===== src/verilog/ring_mode_cfg.svh =====
// Constants for the ring engine mode and parity control block.
// Assumes inclusion by bare name from the package and the design file.
`ifndef RING_MODE_CFG_SVH
`define RING_MODE_CFG_SVH
// ------------------------------------------------------------
// Register addresses on the control bus.
// ------------------------------------------------------------
`define MODE_REG_ADDR 9'h000
`define OPTION_REG_ADDR 9'h001
`define EXC_STATUS_ADDR 9'h12C
`define STATE_ATTN_ADDR 9'h106
`define ADDR_BLOCK_BIT 8
// ------------------------------------------------------------
// Mode register fields and reset values.
// ------------------------------------------------------------
`define MODE_RUN_BIT 0
`define MODE_CBUS_PAR_BIT 1
`define MODE_MREQ_PAR_BIT 2
`define MODE_PIND_PAR_BIT 3
`define MODE_LOOP_BIT 6
`define MODE_DIAGNOSE_MODE_ENABLE_BIT 7
`define MODE_WRITE_MASK 8'hCF
`define MODE_RESET 8'h00
`define OPTION_RESET 8'h00
`define CPE_BIT 0
`define IDLE_BYTE 8'hFF
`define TIMER_WIDTH 16
`endif


===== src/verilog/ring_mode_pkg.sv =====
// Types shared by the ring engine mode and parity control block.
// Assumes the constants header is on the include path.
`include "ring_mode_cfg.svh"
package ring_mode_pkg;
    // One parity-protected byte as it crosses a symbol or bus interface.
    typedef struct packed {
        logic parity;
        logic [7:0] data;
    } par_byte_t;

    // Control bus request fields, sampled together.
    typedef struct packed {
        logic wr;
        logic rd;
        logic [8:0] addr;
    } cbus_req_t;

    // Transmit sequencer states; IDLE to DATA to END change one bit per step, END to IDLE two.
    typedef enum logic [1:0] {
        TX_IDLE = 2'b00,
        TX_DATA = 2'b01,
        TX_END = 2'b11
    } tx_state_t;
endpackage

===== src/verilog/ring_mode_ctrl.sv =====
// Ring engine mode register with parity checking and run/stop control.
// Assumes pins arrive asynchronously and are synchronised here.
// Summary of operation
// - Mode bit 3 enables odd parity check on incoming PHY indicate bytes.
// - A bad indicate byte counts as a code violation and becomes Idle.
// - When repeating, indicate parity is passed unchanged to request parity.
// - Internally made bytes get odd parity; request parity is always driven.
// - Mode bit 2 enables odd parity check on MAC request data.
// - A MAC request parity error aborts the frame being sent.
// - Odd parity is always generated on the MAC indicate parity output.
// - Mode bit 1 enables odd parity check on control bus writes.
// - Bad write with address bit 8 low flags exception status.
// - Bad write with address bit 8 high flags state attention.
// - A write with bad parity leaves the target register untouched, except state attention, whose flag it sets.
// - Every control bus read drives valid odd parity with the data.
// - Run bit low forces all state machines to their zero state.
// - In stop mode counters and timers do not advance.
// - In stop mode only Idle symbols go out on PHY request.
// - Run bit high enables normal MAC operation.
// - Master reset clears the option register to zero.
// - Option changes are accepted while the engine runs.
// - Mode bit 6 loops request data back to indicate inputs.
// - Mode bit 7 drives the diagnose mode enable output.
`timescale 1ns/1ps
`include "ring_mode_cfg.svh"
module ring_mode_ctrl (
    // Clock, reset and enable.
    input wire logic sys_clk_in,
    input wire logic sys_rst_in,
    input wire logic clk_en_in,
    // PHY indicate pins.
    input wire ring_mode_pkg::par_byte_t phy_indicate_data_pins_in,
    // MAC request pins from the system side.
    input wire ring_mode_pkg::par_byte_t mac_request_data_pins_in,
    input wire logic mac_request_valid_in,
    // Control bus pins.
    input wire ring_mode_pkg::cbus_req_t cbus_req_in,
    input wire ring_mode_pkg::par_byte_t control_bus_data_pins_in,
    // PHY request pins.
    output ring_mode_pkg::par_byte_t phy_request_data_pins_out,
    // MAC indicate pins towards the system side.
    output ring_mode_pkg::par_byte_t mac_indicate_data_pins_out,
    output logic code_violation_out,
    output logic tx_abort_out,
    // Control bus read side, open drive.
    output ring_mode_pkg::par_byte_t control_bus_rdata_out,
    output logic control_bus_data_oe_out,
    // Mode status.
    output logic run_mode_out,
    output logic diagnose_mode_enable_out,
    output logic [`TIMER_WIDTH-1:0] ring_timer_out
);
    import ring_mode_pkg::*;

    // ------------------------------------------------------------
    // Helpers.
    // ------------------------------------------------------------
    // Odd parity bit for a byte: set when the data has even ones.
    function automatic logic odd_par(input logic [7:0] d);
        odd_par = ~(^d);
    endfunction

    // True when a byte and its parity bit together carry odd ones.
    function automatic logic par_ok(input par_byte_t b);
        par_ok = ^{b.parity, b.data};
    endfunction
    // ------------------------------------------------------------
    // Pin synchronisers.
    // ------------------------------------------------------------
    par_byte_t pind_s1, pind_s2;
    par_byte_t mreq_s1, mreq_s2;
    par_byte_t cbd_s1, cbd_s2;
    cbus_req_t cbr_s1, cbr_s2;
    logic mval_s1, mval_s2;

    // Two flops on every pin; only the second stage feeds logic.
    always_ff @(posedge sys_clk_in) begin
        if (sys_rst_in) begin
            pind_s1 <= '0;
            pind_s2 <= '0;
            mreq_s1 <= '0;
            mreq_s2 <= '0;
            cbd_s1 <= '0;
            cbd_s2 <= '0;
            cbr_s1 <= '0;
            cbr_s2 <= '0;
            mval_s1 <= 1'b0;
            mval_s2 <= 1'b0;
        end else if (clk_en_in) begin
            pind_s1 <= phy_indicate_data_pins_in;
            pind_s2 <= pind_s1;
            mreq_s1 <= mac_request_data_pins_in;
            mreq_s2 <= mreq_s1;
            cbd_s1 <= control_bus_data_pins_in;
            cbd_s2 <= cbd_s1;
            cbr_s1 <= cbus_req_in;
            cbr_s2 <= cbr_s1;
            mval_s1 <= mac_request_valid_in;
            mval_s2 <= mval_s1;
        end
    end
    // ------------------------------------------------------------
    // Control bus registers.
    // ------------------------------------------------------------
    logic [7:0] ring_engine_mode_reg;
    logic [7:0] option_reg;
    logic [7:0] exception_status_reg;
    logic [7:0] state_attention_reg;
    logic cb_wr_prev;
    logic wr_edge, wr_bad, wr_ok;
    logic run, loop_en;

    // A write acts once, on the first cycle the strobe is seen high.
    assign wr_edge = cbr_s2.wr && !cb_wr_prev;
    assign wr_bad = wr_edge && ring_engine_mode_reg[`MODE_CBUS_PAR_BIT]
        && !par_ok(cbd_s2);
    assign wr_ok = wr_edge && !wr_bad;
    assign run = ring_engine_mode_reg[`MODE_RUN_BIT];
    assign loop_en = ring_engine_mode_reg[`MODE_LOOP_BIT];

    always_ff @(posedge sys_clk_in) begin
        if (sys_rst_in) begin
            cb_wr_prev <= 1'b0;
        end else if (clk_en_in) begin
            cb_wr_prev <= cbr_s2.wr;
        end
    end

    // Mode register; reserved bits stay zero.
    always_ff @(posedge sys_clk_in) begin
        if (sys_rst_in) begin
            ring_engine_mode_reg <= `MODE_RESET;
        end else if (clk_en_in && wr_ok
            && cbr_s2.addr == `MODE_REG_ADDR) begin
            ring_engine_mode_reg <= cbd_s2.data & `MODE_WRITE_MASK;
        end
    end

    // Option register, writable at any time, even while running.
    always_ff @(posedge sys_clk_in) begin
        if (sys_rst_in) begin
            option_reg <= `OPTION_RESET;
        end else if (clk_en_in && wr_ok
            && cbr_s2.addr == `OPTION_REG_ADDR) begin
            option_reg <= cbd_s2.data;
        end
    end

    // Parity error flags: set wins over a clear written in the same cycle.
    // Writing a one to the flag clears it.
    always_ff @(posedge sys_clk_in) begin
        if (sys_rst_in) begin
            exception_status_reg <= 8'h00;
            state_attention_reg <= 8'h00;
        end else if (clk_en_in) begin
            if (wr_bad && !cbr_s2.addr[`ADDR_BLOCK_BIT]) begin
                exception_status_reg[`CPE_BIT] <= 1'b1;
            end else if (wr_ok && cbr_s2.addr == `EXC_STATUS_ADDR
                && cbd_s2.data[`CPE_BIT]) begin
                exception_status_reg[`CPE_BIT] <= 1'b0;
            end
            if (wr_bad && cbr_s2.addr[`ADDR_BLOCK_BIT]) begin
                state_attention_reg[`CPE_BIT] <= 1'b1;
            end else if (wr_ok && cbr_s2.addr == `STATE_ATTN_ADDR
                && cbd_s2.data[`CPE_BIT]) begin
                state_attention_reg[`CPE_BIT] <= 1'b0;
            end
        end
    end

    // Read mux, registered, with odd parity always attached.
    logic [7:0] rd_mux;
    always_comb begin
        case (cbr_s2.addr)
            `MODE_REG_ADDR: rd_mux = ring_engine_mode_reg;
            `OPTION_REG_ADDR: rd_mux = option_reg;
            `EXC_STATUS_ADDR: rd_mux = exception_status_reg;
            `STATE_ATTN_ADDR: rd_mux = state_attention_reg;
            default: rd_mux = 8'h00;
        endcase
    end

    always_ff @(posedge sys_clk_in) begin
        if (sys_rst_in) begin
            control_bus_rdata_out <= '0;
            control_bus_data_oe_out <= 1'b0;
        end else if (clk_en_in) begin
            control_bus_data_oe_out <= cbr_s2.rd;
            control_bus_rdata_out.data <= rd_mux;
            control_bus_rdata_out.parity <= odd_par(rd_mux);
        end
    end
    // ------------------------------------------------------------
    // Receive path: loopback, parity check, Idle substitution.
    // ------------------------------------------------------------
    par_byte_t rx_byte;
    logic rx_bad;
    // Loopback takes the request byte and ignores the PHY pins.
    assign rx_byte = loop_en ? phy_request_data_pins_out
        : pind_s2;
    assign rx_bad = ring_engine_mode_reg[`MODE_PIND_PAR_BIT]
        && !par_ok(rx_byte);

    always_ff @(posedge sys_clk_in) begin
        if (sys_rst_in) begin
            mac_indicate_data_pins_out <= 9'h100; // Odd even in reset.
            code_violation_out <= 1'b0;
        end else if (clk_en_in) begin
            code_violation_out <= rx_bad;
            if (rx_bad) begin
                mac_indicate_data_pins_out.data <= `IDLE_BYTE;
                mac_indicate_data_pins_out.parity <= odd_par(`IDLE_BYTE);
            end else begin
                mac_indicate_data_pins_out.data <= rx_byte.data;
                // Regenerated, never copied, so it is always odd.
                mac_indicate_data_pins_out.parity <=
                    odd_par(rx_byte.data);
            end
        end
    end
    // ------------------------------------------------------------
    // Transmit sequencer and request path.
    // ------------------------------------------------------------
    tx_state_t tx_state;
    logic mreq_bad;
    assign mreq_bad = ring_engine_mode_reg[`MODE_MREQ_PAR_BIT]
        && mval_s2 && !par_ok(mreq_s2);

    // Stop mode parks the sequencer in its zero state.
    always_ff @(posedge sys_clk_in) begin
        if (sys_rst_in) begin
            tx_state <= TX_IDLE;
            tx_abort_out <= 1'b0;
        end else if (clk_en_in) begin
            tx_abort_out <= 1'b0;
            if (!run) begin
                tx_state <= TX_IDLE;
            end else begin
                case (tx_state)
                    TX_IDLE: if (mval_s2 && !mreq_bad) begin
                        tx_state <= TX_DATA;
                    end
                    TX_DATA: if (mreq_bad) begin
                        tx_state <= TX_END;
                        tx_abort_out <= 1'b1;
                    end else if (!mval_s2) begin
                        tx_state <= TX_END;
                    end
                    TX_END: tx_state <= TX_IDLE;
                    default: tx_state <= TX_IDLE;
                endcase
            end
        end
    end

    // Request byte: own data gets fresh parity, repeated data keeps its own.
    always_ff @(posedge sys_clk_in) begin
        if (sys_rst_in) begin
            phy_request_data_pins_out.data <= `IDLE_BYTE;
            phy_request_data_pins_out.parity <= odd_par(`IDLE_BYTE);
        end else if (clk_en_in) begin
            if (!run) begin
                phy_request_data_pins_out.data <= `IDLE_BYTE;
                phy_request_data_pins_out.parity <= odd_par(`IDLE_BYTE);
            end else if (tx_state == TX_DATA && !mreq_bad) begin
                phy_request_data_pins_out.data <= mreq_s2.data;
                phy_request_data_pins_out.parity <=
                    odd_par(mreq_s2.data);
            end else if (rx_bad) begin
                phy_request_data_pins_out.data <= `IDLE_BYTE;
                phy_request_data_pins_out.parity <= odd_par(`IDLE_BYTE);
            end else begin
                phy_request_data_pins_out <= rx_byte;
            end
        end
    end
    // ------------------------------------------------------------
    // Ring timer and mode status outputs.
    // ------------------------------------------------------------
    // Free timer that only counts in run mode.
    always_ff @(posedge sys_clk_in) begin
        if (sys_rst_in) begin
            ring_timer_out <= '0;
        end else if (clk_en_in && run) begin
            ring_timer_out <= ring_timer_out + 1'b1;
        end
    end

    always_ff @(posedge sys_clk_in) begin
        if (sys_rst_in) begin
            run_mode_out <= 1'b0;
            diagnose_mode_enable_out <= 1'b0;
        end else if (clk_en_in) begin
            run_mode_out <= run;
            diagnose_mode_enable_out <=
                ring_engine_mode_reg[`MODE_DIAGNOSE_MODE_ENABLE_BIT];
        end
    end
endmodule


===== config.mk =====
export PLATFORM = sky130hd
export DESIGN_NAME = ring_mode_ctrl
export DESIGN_NICKNAME = d
export VERILOG_FILES = /design/src/verilog/ring_mode_pkg.sv /design/src/verilog/ring_mode_ctrl.sv
export VERILOG_INCLUDE_DIRS = /design/src /design/src/verilog
export SDC_FILE = /design/constraint.sdc
export NUM_CORES = 1
export LEC_CHECK = 0
export BUFFER_PORTS_ARGS = -buffer_cell sky130_fd_sc_hd__buf_2
export CORE_ASPECT_RATIO = 1.75
export CORE_MARGIN = 2
export CORE_UTILIZATION = 40
export DETAILED_ROUTE_END_ITERATION = 6
export PLACE_DENSITY = 0.73
export SLEW_MARGIN = 40
export SYNTH_ARGS = -nofsm -noshare
export SYNTH_HDL_FRONTEND = slang
export SYNTH_SLANG_ARGS = --single-unit
export TNS_END_PERCENT = 30

===== constraint.sdc =====
create_clock -name sys_clk_in -period 2.08 [get_ports sys_clk_in]
set_input_delay 0.416 -clock sys_clk_in [delete_from_list [all_inputs] [get_ports sys_clk_in]]
set_output_delay 0.416 -clock sys_clk_in [all_outputs]
set_load 0.005 [all_outputs]

# Word level (Yosys, flattened, before mapping)
# Index checks and enable logic that the tools add are counted.
[word_totals]
ff_bits = 145
input_bits = 42
output_inout_bits = 48
wordCells = 105
[op_classes]
n_addsub = 1
n_eq_ne = 6
muxes = 18
bitwise = 3
n_reduce_logical = 39
[ops]
columns = ["op", "n"]
rows = [
  ["$mux W9", 5],
  ["$pmux W8 S4", 1],
  ["$reduce_xor A9 Y1", 3],
  ["$reduce_xor A8 Y1", 3],
  ["$logic_and A1 B1 Y1", 19],
  ["$eq A9 B9 Y1 const B", 2],
  ["$add A16 B1 Y16 const B", 1],
  ["$eq A9 B1 Y1 const B", 1],
  ["$logic_not A9 Y1", 1],
  ["$mux W2", 4],
  ["$logic_not A1 Y1", 7],
  ["$mux W1", 7],
  ["$ne A4 B4 Y1 const B", 1],
  ["$pmux W2 S2", 1],
  ["$reduce_and A2 Y1", 2],
  ["$reduce_bool A2 Y1", 2],
  ["$ne A3 B3 Y1 const B", 1],
  ["$not A1 Y1", 3],
  ["$reduce_and A3 Y1", 1],
  ["$eq A2 B1 Y1 const B", 1],
  ["$logic_not A2 Y1", 1],
]

# Longest topological paths before layout
[depth]
ltp_word = 10
depth_mapped = 7
ltp_nobuf = 6

# Worst setup path after synthesis
# OpenSTA, ideal clock, no wires.
[synth_timing]
kind = "register -> register"
startpoint = "reg cbd_s2[3] (netlist bit)"
endpoint = "reg option_reg[0]"
arrival_ns = 1.894
required_time_ns = 1.952
slack_ns = 0.059
path_stages_with_launch = 7
path_buffers = 0
synth_period_minus_slack_ns = 2.021
path_cell_list = "dfxtp_1 xor2_1 xnor3_2 xnor2_2 a211oi_4 mux2i_1 nor2_1"
[synth_between]
elab_chain_len = 7
[synth_lines]
columns = ["item", "line_no", "text"]
rows = [
  ["from (decl)", "ring_mode_ctrl.sv:72", "par_byte_t cbd_s1, cbd_s2;"],
  ["from (signal assigned)", "ring_mode_ctrl.sv:95", "cbd_s2 <= cbd_s1;"],
  ["$reduce_xor A9 Y1", "ring_mode_ctrl.sv:65", "par_ok = ^{b.parity, b.data};"],
  ["$logic_not A1 Y1", "ring_mode_ctrl.sv:116", "&& !par_ok(cbd_s2);"],
  ["$logic_and A1 B1 Y1", "ring_mode_ctrl.sv:115", "assign wr_bad = wr_edge && ring_engine_mode_reg[`MODE_CBUS_PAR_BIT]"],
  ["$logic_not A1 Y1", "ring_mode_ctrl.sv:117", "assign wr_ok = wr_edge && !wr_bad;"],
  ["$logic_and A1 B1 Y1", "ring_mode_ctrl.sv:117", ""],
  ["$logic_and A1 B1 Y1", "ring_mode_ctrl.sv:143", "end else if (clk_en_in && wr_ok"],
  ["$logic_and A1 B1 Y1 (no source line)", "--", ""],
  ["to (signal assigned)", "ring_mode_ctrl.sv:142", "option_reg <= `OPTION_RESET;"],
  ["to (signal assigned)", "ring_mode_ctrl.sv:145", "option_reg <= cbd_s2.data;"],
  ["to (decl)", "ring_mode_ctrl.sv:106", "logic [7:0] option_reg;"],
]
# Every way passes these cells.
# A chain may end at the register's enable or synchronous reset.

# Final worst setup path
[layout_timing]
startpoint = "reg cbd_s2[6] (netlist bit)"
endpoint = "reg option_reg[3]"
# The elaborated chain is that of the path after synthesis.

==> out/qor.txt <==
Top cell family by delay on the critical path: XOR/XNOR gates
Number of global-route vias before repair: 4,501
Pin slew with the least headroom to its limit: 0.777 ns
Num CTS Buffers: 17
Post-DP HPWL: 10,100 um
Die width: 97.2 um
Clock transition at path regs: 0.07 ns
MaxCap Viol Count: 0
Wire per inst: 15.7 um
Crit path kind: reg2reg
Met2 wire length: 8050 um
Gate Count Post-Synth: 617
DR vias/cell: 5.07
Setup Skew: 0.0105 ns
Row Count: 59
Setup_tns: 0 ns
Crit path capture: option_reg[3]
# H-tree levels: 4
Largest net degree at the start of global routing: 61
Dpl ws: 0.0285 ns
Design area: 7560 sq um
Synth Net Count: 660
Warnings from Yosys: 0
CP Launch Point: cbd_s2[6]
Slew Limit Headroom: 0.482
Final wirelength: 14,400 um
Placeable Area: 14,800 sq um
Final Util: 0.510
Number of hold buffers added after cts: 0
Final Hold Vio Count: 0
#FFs+latches synth: 145
Vias: 4,641
Placed insts: 879
Async SR Flop Fraction: 0
Critical path cell sequence: xnor2_2 > xnor3_2 > xnor2_4 > a211oi_4 > buf_12 > mux2i_1 > nor2_1
Max layer used: met4
Fill count: 1,326
Critical path depth: 7
Worst flop-to-flop path startpoint: cbd_s2[6]
Seq/Total Area, Yosys: 0.477
# IOs: 90
Pins Over Slew Limit: 0
Antenna diodes: 0
Clock buffer depth: 2
Synthesized area: 6080 sq um
Final nets: 763
Hold Path Class: in2reg
Top flop regs: ring_timer_out: 16 flops, cbr_s1: 11 flops, cbr_s2: 11 flops
DRT iter0 DRCs: 245
Peak VDD IR: 543 uV
Register-to-Register Path Depth: 7
Wire length on met1: 5400 um
Power per cell area: 844 nW/um^2
Critical path fanouts, max: 7
P&R area growth vs syn: 24.4%
Crit end category: flop
Slowest cell delay on critical path: 0.48 ns
Final setup violating endpoints: 0
DRC errors left: 0
Predominant post-synthesis flop cell: dfxtp_1
Count of different cell masters after synthesis: 46
Global-route wire length before repair: 22,900 um
CTS tree: built
Minimum clock period: 2.00 ns
Max stage delay cell, worst path: xnor3_2
Max reg flops: 16
Drt pass-1 iters: 4
Share of cells above drive strength 1: 0.251
Synth Area per Inst: 9.86 sq um
Status: complete, no violations
Leak: 0.00327 uW
Congestion Overflow GR: 0
RePlAce Congestion: 0.813
Top reg by flops: ring_timer_out
Skew-Pair Late Insertion Delay: 0.42 ns
Number of port buffers: 89
Number of enable flip-flop cells after synthesis: 0
Initial antenna violation count: 0
Max frequency: 0.499 GHz
Tcrit/Tclk final: 0.964
Final WS setup: 0.0755 ns
CTS Root Cell: clkbuf_16
Setup crit start kind: flop
Die Y: 167 um
Clock sink count: 145
R2R setup slack: 0.08 ns
Die area: 16,200 sq um
Dpl cell area: 6860 sq um
Starting density of the core: 0.410
RR Endpoint: option_reg[3]
Global-route usage over all layers: 0.177
CP required: 2.36 ns
Crit path arrival time: 2.28 ns
Buf/Inv on CP: 1
Non-Filler Instances: 916
Remaining antenna violation count: 0
Routed wl met3: 534 um
==> kinds of logic (layout without fill, tap and decap cells) <==
kind of cell	count (synthesis)	count (layout)	share of synthesized area
AO/OA/AOI/OAI	61	61	0.0753
XOR/XNOR	46	46	0.0794
adder cells (fa/ha/maj)	1	1	0.00206
buffers and inverters	45	161	0.0286
flip-flops	145	145	0.477
multiplexers	116	116	0.192
AND/OR/NAND/NOR	203	203	0.145
==> worst min-delay path, delay by kind of cell <==
family | cells | cell delay (ns)
buffers and inverters | 1 | 0.07
multiplexers | 1 | 0.05
AND/OR/NAND/NOR | 1 | 0.07
==> timing repair <==
action | CTS | global route
gates resized for setup | 0 | 21
setup endpoints to repair | 0 | 32
setup buffers | 0 | 5
==> per-layer routing <==
metal,vias to the layer above,global-route usage
met3,27,0.0401
met1,2168,0.177
met5,-,0
li1,2350,-
met4,0,0.0833
met2,96,0.341
==> through the flow <==
stage | hold WS, ns | power [uW]
after global placement | 0.445 | 3440
after detailed placement | 0.450 | 3450
after floorplan | 0.451 | 3310
after global routing | 0.236 | 6650
after CTS | 0.215 | 6430
final | 0.230 | 6380
==> cell usage after synthesis (2+ instances only) <==
cell / number / share of area
or2_2: 2 / 0.0021
and3_1: 4 / 0.0041
and2_1: 10 / 0.010
or3_1: 5 / 0.0051
a21oi_1: 17 / 0.014
a22oi_1: 2 / 0.0025
mux2i_1: 110 / 0.18
a211oi_1: 2 / 0.0025
a32o_1: 2 / 0.0033
nand3_1: 11 / 0.0091
buf_1: 5 / 0.0031
nor2_1: 122 / 0.075
xnor2_1: 19 / 0.027
nand2_1: 31 / 0.019
buf_2: 4 / 0.0033
nand4_1: 6 / 0.0062
o32ai_1: 8 / 0.012
mux2_2: 6 / 0.011
clkbuf_1: 30 / 0.019
nand3b_1: 2 / 0.0025
a311oi_1: 8 / 0.012
nor4_1: 2 / 0.0021
dfxtp_1: 145 / 0.48
inv_1: 6 / 0.0037
xnor3_1: 2 / 0.0074
nor3_1: 3 / 0.0025
xor2_1: 21 / 0.030
a32oi_1: 8 / 0.012
xor3_1: 2 / 0.0078
o21ai_0: 5 / 0.0041
a21oi_2: 2 / 0.0029
==> power by group <==
group	switching, uW	internal, uW	leakage (uW)
Combinational	257	251	0.00180
Clock	1240	1710	0.000281
Sequential	61.7	2860	0.00118
Total	1560	4830	0.00327
==> worst min path at each step <==
stage                     slack (ns)  depth (start not counted)                             to                          start
after global placement          0.44                          1  mac_indicate_data_pins_out[8]  mac_indicate_data_pins_out[8]
after detailed placement        0.45                          1  mac_indicate_data_pins_out[8]  mac_indicate_data_pins_out[8]
after floorplan                 0.45                          2                     cb_wr_prev                     cb_wr_prev
final                           0.23                          3                     mreq_s1[8]    mac_request_data_pins_in[8]
after CTS                       0.21                          3                      cbd_s1[0]    control_bus_data_pins_in[0]
after global routing            0.24                          3                      cbr_s1[7]                 cbus_req_in[7]
==> layout make-up <==
type                            instances  area (sq um)  share of cell area
Clock buffer                           18           439              0.0581
Clock inverter                         14           140              0.0185
Inverter                                6          22.5             0.00298
Multi-Input combinational cell        427          3080               0.407
Sequential cell                       145          2910               0.385
Tap cell                              183           229              0.0303
Timing Repair Buffer                  123           742              0.0981
==> cell usage in the layout, fill, tap and decap left out, types with 3 or more instances in the layout <==
master	instances
o32ai_1	8
mux2i_1	110
buf_2	87
a32oi_1	8
buf_4	31
buf_6	3
a21oi_1	17
and3_1	4
inv_6	7
dfxtp_2	6
or3_1	4
nand2_1	31
a311oi_1	8
xnor2_2	5
mux2_2	6
nand4_1	6
nor3_1	3
dfxtp_1	138
xnor2_1	14
nand3_1	11
xor2_1	21
clkbuf_16	17
inv_1	6
nor2_1	121
and2_1	10
o21ai_0	5
(Power assumes the default switching activity.)
